**src/fsc_pkg.sv**
```systemverilog
// Constants shared by the fast kernel entry/return target unit
// Function
// - 32-bit return: code selector equals return field
// - 64-bit return: code selector is field plus 16
// - Any return: stack selector is field plus 8
// - Entry: code selector equals entry field unchanged
// - Entry: stack selector is entry field plus 8
// - Legacy entry pointer from low 32 bits
// - 64-bit caller: pointer from long-mode register
// - Compatibility caller: pointer from compatibility register
// - Non-canonical pointer write raises protection fault
// - Long-mode entry clears flags where mask is 1
// - Flags whose mask bit is 0 stay unchanged
// - Fixed hidden segment values loaded; visible selectors from register fields
// - Privilege of targets assumed, never checked
// - Selector register fully readable and writable
package fsc_pkg;

  // Register select codes on the model register write/read port
  localparam logic [1:0] FSC_SEL_SELECTORS = 2'h0;
  localparam logic [1:0] FSC_SEL_LONG_PTR = 2'h1;
  localparam logic [1:0] FSC_SEL_COMPAT_PTR = 2'h2;
  localparam logic [1:0] FSC_SEL_FLAG_MASK = 2'h3;

  // Field positions inside fast_call_selectors
  localparam int FSC_RET_SEL_LO = 48;
  localparam int FSC_ENT_SEL_LO = 32;
  localparam int FSC_PTR32_HI = 31;

  // Selector arithmetic
  localparam logic [15:0] FSC_SS_STEP = 16'h0008;
  localparam logic [15:0] FSC_CS64_STEP = 16'h0010;

  // Reset values of the configuration registers
  localparam logic [63:0] FSC_SELECTORS_RST = 64'h0000_0000_0000_0000;
  localparam logic [63:0] FSC_LONG_PTR_RST = 64'h0000_0000_0000_0000;
  localparam logic [63:0] FSC_COMPAT_PTR_RST = 64'h0000_0000_0000_0000;
  localparam logic [63:0] FSC_FLAG_MASK_RST = 64'h0000_0000_0000_0000;

  // Implemented virtual address width for the canonical check
  localparam int FSC_VA_BITS = 48;

  // Privilege levels assumed on entry and return
  localparam logic [1:0] FSC_PRIV_KERNEL = 2'h0;
  localparam logic [1:0] FSC_PRIV_USER = 2'h3;

  // Fixed hidden-part values of the flat segments
  localparam logic [63:0] FSC_SEG_BASE = 64'h0000_0000_0000_0000;
  localparam logic [31:0] FSC_SEG_LIMIT = 32'hFFFF_FFFF;
  localparam logic [11:0] FSC_CS_ATTR_64 = 12'hA9B;
  localparam logic [11:0] FSC_CS_ATTR_32 = 12'hC9B;
  localparam logic [11:0] FSC_SS_ATTR = 12'hC93;

  // Kind of transfer requested by the core
  typedef enum logic [1:0] {
    FSC_OP_ENTRY = 2'b01,
    FSC_OP_RETURN = 2'b10
  } fsc_op_e;

endpackage : fsc_pkg

```
**src/fsc_canon_chk.sv**
```systemverilog
// Canonical-form checker for 64-bit entry pointers
`timescale 1ns/1ns
module fsc_canon_chk
  import fsc_pkg::*;
(
  input wire logic [63:0] addr,
  output logic canonical
);

  // Upper bits beyond the implemented width must copy the top address bit
  always_comb begin
    canonical = (&addr[63:FSC_VA_BITS-1]) | ~(|addr[63:FSC_VA_BITS-1]);
  end

endmodule // fsc_canon_chk

```
**src/fsc_target_unit.sv**
```systemverilog
// Fast kernel entry/return target unit: registers and selector forming
`timescale 1ns/1ns
module fsc_target_unit
  import fsc_pkg::*;
(
  input wire logic clk,
  input wire logic reset_n,
  input wire logic wr_en,
  input wire logic [1:0] wr_sel,
  input wire logic [63:0] wr_data,
  output logic wr_fault,
  input wire logic rd_en,
  input wire logic [1:0] rd_sel,
  output logic [63:0] rd_data,
  input wire logic op_valid,
  input wire logic [1:0] op_kind,
  input wire logic long_mode,
  input wire logic caller_64,
  input wire logic ret_to_64,
  input wire logic [63:0] flags_in,
  output logic res_valid,
  output logic [15:0] res_cs_sel,
  output logic [15:0] res_ss_sel,
  output logic [63:0] res_entry_ptr,
  output logic [63:0] res_flags,
  output logic [1:0] res_priv,
  output logic [63:0] res_seg_base,
  output logic [31:0] res_seg_limit,
  output logic [11:0] res_cs_attr,
  output logic [11:0] res_ss_attr
);

  // Configuration registers
  logic [63:0] fast_call_selectors_ff; // Return/entry selectors, 32-bit ptr
  logic [63:0] long_call_entry_pointer_ff; // Target for 64-bit callers
  logic [63:0] compat_call_entry_pointer_ff; // Target for compat callers
  logic [63:0] flag_clear_mask_ff; // Flags cleared on long-mode entry

  // Result registers
  logic wr_fault_ff;
  logic [63:0] rd_data_ff;
  logic res_valid_ff;
  logic [15:0] res_cs_sel_ff;
  logic [15:0] res_ss_sel_ff;
  logic [63:0] res_entry_ptr_ff;
  logic [63:0] res_flags_ff;
  logic [1:0] res_priv_ff;
  logic [11:0] res_cs_attr_ff;
  logic [11:0] res_ss_attr_ff;

  // Next values
  logic [15:0] nxt_cs_sel;
  logic [15:0] nxt_ss_sel;
  logic [63:0] nxt_entry_ptr;
  logic [63:0] nxt_flags;
  logic [1:0] nxt_priv;
  logic [11:0] nxt_cs_attr;
  logic [63:0] nxt_rd_data;

  // Canonical check on incoming write data
  logic wr_canonical;
  logic wr_is_ptr; // Write targets one of the 64-bit pointer registers
  logic wr_bad_ptr; // Write must be refused with a protection fault
  logic is_entry;
  logic is_return;

  // Pulls a 16-bit selector field out of the selector register
  function automatic logic [15:0] sel_field(input logic [63:0] v,
                                            input int lo);
    logic [15:0] f;
    f = 16'h0000;
    for (int i = 0; i < 16; i++) begin
      f[i] = v[lo+i];
    end
    return f;
  endfunction

  fsc_canon_chk u_canon (
    .addr(wr_data),
    .canonical(wr_canonical)
  );

  // Request decode
  always_comb begin
    is_entry = op_valid && (op_kind == FSC_OP_ENTRY);
    is_return = op_valid && (op_kind == FSC_OP_RETURN);
    wr_is_ptr = (wr_sel == FSC_SEL_LONG_PTR) ||
                (wr_sel == FSC_SEL_COMPAT_PTR);
    wr_bad_ptr = wr_en && wr_is_ptr && !wr_canonical;
  end

  // Selector register: every bit software-writable
  always_ff @(posedge clk or negedge reset_n) begin
    if (!reset_n) begin
      fast_call_selectors_ff <= FSC_SELECTORS_RST;
    end else if (wr_en && wr_sel == FSC_SEL_SELECTORS) begin
      // Low privilege bits are stored as written; software picks them
      fast_call_selectors_ff <= wr_data;
    end
  end

  // Long-mode pointer: a non-canonical value never lands
  always_ff @(posedge clk or negedge reset_n) begin
    if (!reset_n) begin
      long_call_entry_pointer_ff <= FSC_LONG_PTR_RST;
    end else if (wr_en && wr_sel == FSC_SEL_LONG_PTR && wr_canonical) begin
      long_call_entry_pointer_ff <= wr_data;
    end
  end

  // Compatibility pointer: same guard as the long-mode one
  always_ff @(posedge clk or negedge reset_n) begin
    if (!reset_n) begin
      compat_call_entry_pointer_ff <= FSC_COMPAT_PTR_RST;
    end else if (wr_en && wr_sel == FSC_SEL_COMPAT_PTR && wr_canonical) begin
      compat_call_entry_pointer_ff <= wr_data;
    end
  end

  // Flag clear mask
  always_ff @(posedge clk or negedge reset_n) begin
    if (!reset_n) begin
      flag_clear_mask_ff <= FSC_FLAG_MASK_RST;
    end else if (wr_en && wr_sel == FSC_SEL_FLAG_MASK) begin
      flag_clear_mask_ff <= wr_data;
    end
  end

  // Fault pulse one cycle after the refused write
  always_ff @(posedge clk or negedge reset_n) begin
    if (!reset_n) begin
      wr_fault_ff <= 1'b0;
    end else begin
      wr_fault_ff <= wr_bad_ptr;
    end
  end

  // Read mux; all four selects are mapped
  always_comb begin
    unique case (rd_sel)
      FSC_SEL_SELECTORS: nxt_rd_data = fast_call_selectors_ff;
      FSC_SEL_LONG_PTR: nxt_rd_data = long_call_entry_pointer_ff;
      FSC_SEL_COMPAT_PTR: nxt_rd_data = compat_call_entry_pointer_ff;
      FSC_SEL_FLAG_MASK: nxt_rd_data = flag_clear_mask_ff;
    endcase
  end

  // Read data holds until the next read
  always_ff @(posedge clk or negedge reset_n) begin
    if (!reset_n) begin
      rd_data_ff <= 64'h0000_0000_0000_0000;
    end else if (rd_en) begin
      rd_data_ff <= nxt_rd_data;
    end
  end

  // Selector, pointer and flag forming; no descriptor is ever read
  // so the transfer costs one cycle, at the price of trusting software
  always_comb begin
    nxt_cs_sel = res_cs_sel_ff;
    nxt_ss_sel = res_ss_sel_ff;
    nxt_entry_ptr = res_entry_ptr_ff;
    nxt_flags = res_flags_ff;
    nxt_priv = res_priv_ff;
    nxt_cs_attr = res_cs_attr_ff;
    if (is_entry) begin
      // Entry selector copied as is, stack one descriptor above
      nxt_cs_sel = sel_field(fast_call_selectors_ff, FSC_ENT_SEL_LO);
      nxt_ss_sel = sel_field(fast_call_selectors_ff, FSC_ENT_SEL_LO)
                   + FSC_SS_STEP;
      // Kernel privilege assumed, target descriptor not consulted
      nxt_priv = FSC_PRIV_KERNEL;
      if (!long_mode) begin
        // Legacy: zero-extended 32-bit pointer, flags untouched
        nxt_entry_ptr = {32'h0000_0000,
                         fast_call_selectors_ff[FSC_PTR32_HI:0]};
        nxt_flags = flags_in;
        nxt_cs_attr = FSC_CS_ATTR_32;
      end else begin
        if (caller_64) begin
          nxt_entry_ptr = long_call_entry_pointer_ff;
        end else begin
          nxt_entry_ptr = compat_call_entry_pointer_ff;
        end
        // Mask bit 1 clears the flag, mask bit 0 keeps it
        nxt_flags = flags_in & ~flag_clear_mask_ff;
        nxt_cs_attr = FSC_CS_ATTR_64;
      end
    end else if (is_return) begin
      // User privilege assumed on every return
      nxt_priv = FSC_PRIV_USER;
      nxt_flags = flags_in;
      nxt_entry_ptr = 64'h0000_0000_0000_0000;
      nxt_ss_sel = sel_field(fast_call_selectors_ff, FSC_RET_SEL_LO)
                   + FSC_SS_STEP;
      if (ret_to_64) begin
        nxt_cs_sel = sel_field(fast_call_selectors_ff, FSC_RET_SEL_LO)
                     + FSC_CS64_STEP;
        nxt_cs_attr = FSC_CS_ATTR_64;
      end else begin
        nxt_cs_sel = sel_field(fast_call_selectors_ff, FSC_RET_SEL_LO);
        nxt_cs_attr = FSC_CS_ATTR_32;
      end
    end
  end

  // Result valid pulse
  always_ff @(posedge clk or negedge reset_n) begin
    if (!reset_n) begin
      res_valid_ff <= 1'b0;
    end else begin
      res_valid_ff <= is_entry || is_return;
    end
  end

  // Result fields hold their last value between requests
  always_ff @(posedge clk or negedge reset_n) begin
    if (!reset_n) begin
      res_cs_sel_ff <= 16'h0000;
      res_ss_sel_ff <= 16'h0000;
      res_entry_ptr_ff <= 64'h0000_0000_0000_0000;
      res_flags_ff <= 64'h0000_0000_0000_0000;
      res_priv_ff <= FSC_PRIV_KERNEL;
      res_cs_attr_ff <= FSC_CS_ATTR_64;
      res_ss_attr_ff <= FSC_SS_ATTR;
    end else begin
      res_cs_sel_ff <= nxt_cs_sel;
      res_ss_sel_ff <= nxt_ss_sel;
      res_entry_ptr_ff <= nxt_entry_ptr;
      res_flags_ff <= nxt_flags;
      res_priv_ff <= nxt_priv;
      res_cs_attr_ff <= nxt_cs_attr;
      // Stack attributes are the same fixed value in every mode
      res_ss_attr_ff <= FSC_SS_ATTR;
    end
  end

  // Outputs; base and limit are fixed flat-model constants
  assign wr_fault = wr_fault_ff;
  assign rd_data = rd_data_ff;
  assign res_valid = res_valid_ff;
  assign res_cs_sel = res_cs_sel_ff;
  assign res_ss_sel = res_ss_sel_ff;
  assign res_entry_ptr = res_entry_ptr_ff;
  assign res_flags = res_flags_ff;
  assign res_priv = res_priv_ff;
  assign res_seg_base = FSC_SEG_BASE;
  assign res_seg_limit = FSC_SEG_LIMIT;
  assign res_cs_attr = res_cs_attr_ff;
  assign res_ss_attr = res_ss_attr_ff;
endmodule // fsc_target_unit

```
**config.mk**
```make
export PLATFORM = sky130hd
export DESIGN_NAME = fsc_target_unit
export DESIGN_NICKNAME = d
export VERILOG_FILES = /design/src/fsc_pkg.sv /design/src/fsc_canon_chk.sv /design/src/fsc_target_unit.sv
export SDC_FILE = /design/constraint.sdc
export NUM_CORES = 1
export LEC_CHECK = 0
export BUFFER_PORTS_ARGS = -buffer_cell sky130_fd_sc_hd__buf_4
export CORE_UTILIZATION = 57
export CTS_BUF_LIST = sky130_fd_sc_hd__clkbuf_8
export DETAILED_ROUTE_END_ITERATION = 6
export GPL_ROUTABILITY_DRIVEN = 0
export PLACE_DENSITY = 0.92
export SYNTH_ARGS = -nofsm -noshare
export SYNTH_HDL_FRONTEND = slang
export SYNTH_SLANG_ARGS = --single-unit
```
**constraint.sdc**
```tcl
create_clock -name clk -period 2.4 [get_ports clk]
set_clock_uncertainty 0.1 [all_clocks]
set_input_delay 0.48 -clock clk [delete_from_list [all_inputs] [get_ports clk]]
set_output_delay 0.48 -clock clk [all_outputs]
set_load 0.03 [all_outputs]
```
==> impl_metrics.py <==
metrics = {
    "global_routing": {
        "grt_pass1_wl_mm": 110.5,
        "track_usage_pct": 36.01,
        "antenna_found_initial": 4,
        "top_usage_layer": "met2",
        "grtUsageMet3_pct": 10.09,
        "grt_pass1_vias": 19050,
        "use_met1_pct": 42.43,
        "grtUsageMet2_pct": 57.37,
        "grt_max_degree": 72,
        "gr-total-overflow": 0,
    },
    "timing": {
        "setup_ws_ns": 0.1731,
        "rsz0062_at_grt": "no",
        "hold_viol_final": 0,
        "min_period_ns": 2.227,
        "finalSetupViolations": 0,
        "holdWs_ns": 0.02166,
        "fmax_ghz": 0.4491,
        "finalCritPeriodShare_pct": 92.79,
        "slew_viol_final": 0,
        "tightestPinTransition_ns": 0.5845,
        "tns_ns": 0,
        "maxSlewHeadroom_pct": 61.03,
    },
    "logic_synthesis": {
        "synth_simple_gate_area_share_pct": 8.523,
        "yosysMostFrequentCell": "dfrtp_1",
        "synth-seq-cells": 482,
        "yosys-top-cells-count": "481 x dfrtp_1, 330 x nand2_1, 313 x mux2_2, 122 x buf_4, 119 x o21ai_0",
        "yosys.area_share.adder_pct": 0.3323,
        "syn-cell-area_um2": 22590,
        "yosys.area.top_type": "dfrtp_1",
        "syn_area_per_cell_um2": 12.09,
        "synth_top_flop_cell": "dfrtp_1",
        "yosysTopAreaCellShare_pct": 53.28,
        "synth_xor_area_share_pct": 0.8141,
        "synth_top_family_by_area": "multiplexers",
        "synth_async_sr_flop_share_pct": 100.0,
        "synth.area.top_cells": "dfrtp_1 53%, mux2_2 16%, mux4_2 6.4%",
        "synth.distinct_cells": 47,
        "ys_warn_count": 0,
        "synth-edff-count": 0,
        "syn_inst": 1869,
        "yosys-mux-area-fraction_pct": 25.67,
        "ys_seq_area_share_pct": 53.39,
        "synth-compound-area-share_pct": 4.502,
    },
    "min_path": {
        "min-delay-start": "wr_data[35]",
        "hold_path_class": "input port to flop",
    },
    "worst_setup_path": {
        "cp_top_family": "simple AND/OR/NAND/NOR gates",
        "critPathMaxStageDelay_ns": 0.49,
        "crit_path_start_kind": "input port",
        "reg2reg_from": "fast_call_selectors_ff[40]",
        "endpoint_kind": "flop",
        "worst-path-stages": 7,
        "crit_buf_inv": 2,
        "crit_path_start": "wr_data[55]",
        "required_ns": 2.80,
        "r2r_end": "res_ss_sel[13]",
        "worstSetupEndpoint": "compat_call_entry_pointer_ff[24]",
        "path_cells": "buf_4, nor4_2, nand4_1, or4_4, a211oi_4, buf_12, mux2_2",
        "crit_arrival_ns": 2.63,
        "r2r_cells": 5,
        "criticalPathCategory": "input port to flop",
        "cp_max_fo": 32,
        "setup.reg_to_reg.worst_slack_ns": 0.26,
        "crit_slowest_cell": "or4_4",
    },
    "routing": {
        "first_pass_iters": 6,
        "routed_wl_mm": 71.58,
        "antenna_left": 0,
        "wl_per_cell_um": 24.27,
        "drc_errors": 0,
        "vias": 17760,
        "drt_iter0_markers": 1504,
        "avgViaCountPerCell": 6.020,
    },
    "final_layout": {
        "seqCellArea_um2": 12060,
        "n_fill_cell": 2322,
        "fin_nets": 2514,
        "area_growth_pct": 26.54,
        "multi_input_area_um2": 9512,
        "final_util_pct": 73.63,
        "final_layout_size_suffix_gt1_share_pct": 40.02,
    },
    "run": {
        "drv_cap": 0,
    },
    "power": {
        "power-per-cell-area_nw_per_um2": 810.9,
        "finalPower_w": 0.02318,
        "leakage_nw": 14.07,
        "vdd_drop_max_v": 0.0006612,
    },
    "clock_network": {
        "root_buffer": "clkbuf_8",
        "cts_made_buffers": 78,
        "cts_resized": 0,
        "cts_num_sinks": 482,
        "htree_num_levels": 3,
        "clkSlewWorstSetupHoldPaths_ns": 0.07,
        "clk_path_buf_depth": 3,
        "clock_latency_ns": 0.65,
        "cts_tree": "built",
    },
    "outcome": {
        "status": "completed",
    },
    "placement": {
        "hpwl_mm": 45.87,
        "io_buffers": 371,
        "pre_cts_ws_ns": -0.3987,
    },
    "floorplan": {
        "dieArea_um2": 40440,
        "row_count": 72,
        "dieWidth_um": 201.1,
        "fp.coreArea_um2": 38830,
        "io_pins": 490,
        "die_y_um": 201.1,
        "initial_utilization_pct": 58.19,
    },
}
==> layer usage <==
metal,wire length [um],up-vias
met3,6861,361
li1,-,7331
met4,5380,2
met1,25070,8846
met5,14,-
met2,34250,1219
==> how the worst min path moves through the flow <==
stage	end	slack [ns]	depth (start not counted)
floorplan	compat_call_entry_pointer_ff[0]	0.08	0
global placement	res_flags[6]	0.35	2
detailed placement	res_flags[6]	0.36	2
CTS	fast_call_selectors_ff[35]	0.00004	2
global route	flag_clear_mask_ff[37]	0.0005	2
finish	fast_call_selectors_ff[35]	0.02	2
==> power by group <==
| group | switching, W | total (W) | leakage (nW) | internal, W |
|---|---|---|---|---|
| Sequential | 0.000913 | 0.0100 | 6.21 | 0.00912 |
| Clock | 0.00345 | 0.00763 | 0.938 | 0.00418 |
| Combinational | 0.00332 | 0.00552 | 6.92 | 0.00220 |
| Total | 0.00768 | 0.0232 | 14.1 | 0.0155 |
==> flip-flops by register name, indices dropped and copies added (netlist names) <==
signal	flops
wr_fault	1
fast_call_selectors_ff	64
res_entry_ptr	64
res_valid	1
res_flags	64
compat_call_entry_pointer_ff	64
res_priv	1
flag_clear_mask_ff	64
res_cs_attr	2
res_cs_sel	16
res_ss_sel	13
long_call_entry_pointer_ff	64
rd_data	64
==> placed cells by master (no fill, tap or decap), types with 5 or more instances in the layout <==
cell type      Yosys  routed
a21oi_1           18      18
a31oi_1            6       6
buf_12             0      25
buf_4            122     431
clkbuf_8           0     103
clkinv_2           0      11
clkinvlp_4         0       5
conb_1             2     118
dfrtp_1          481     481
dlygate4sd3_1      0      86
ha_1               6       5
inv_1             16      36
mux2_1            11      11
mux2_2           313     313
mux2i_1           71      71
mux4_2            64      64
nand2_1          330     327
nand3_1           77      77
nand4_1            8       8
nor2_1            19      19
nor3_1             8       7
o21ai_0          119     119
o22a_1             7       7
o22ai_1           16      16
xnor2_1           12      12
xor2_1             9       9
==> metrics by stage <==
step	cell area, um^2	cells
2_1_floorplan	23100	1985
3_3_place_gp	26040	2718
3_5_place_dp	26040	2718
4_1_cts	28580	2947
5_1_grt	28590	2950
6_report	28590	2950
==> cells by family after synthesis <==
logic type               Yosys count
AND/OR/NAND/NOR                  461
multiplexers                     459
flip-flops                       482
other                              2
XOR/XNOR                          21
adder cells (fa/ha/maj)            6
buffers and inverters            259
AO/OA/AOI/OAI                    179
==> worst reg2reg max path: stages, from the launching register on <==
cell and delay [ns]:
dfrtp_1 0.52, nand4_1 0.32, nor4_1 0.49, a2bb2oi_1 0.26
xor2_1 0.22, o21ai_0 0.10
==> timing repair <==
item / in CTS / in global routing
endpoints found under the hold margin: 163 / 0
buffers inserted: 0 / 0
hold buffers: 86 / 0
==> cell type report <==
class | instances | area share [%]
clock buffers | 103 | 4.958
well taps | 518 | 2.267
multi-input cells | 1244 | 33.27
diodes | 3 | 0.02626
clock inverters | 40 | 0.9322
repair buffers | 543 | 16.13
flip-flops and latches | 482 | 42.19
inverters | 17 | 0.2232
Power figures use the tool's default switching activity.
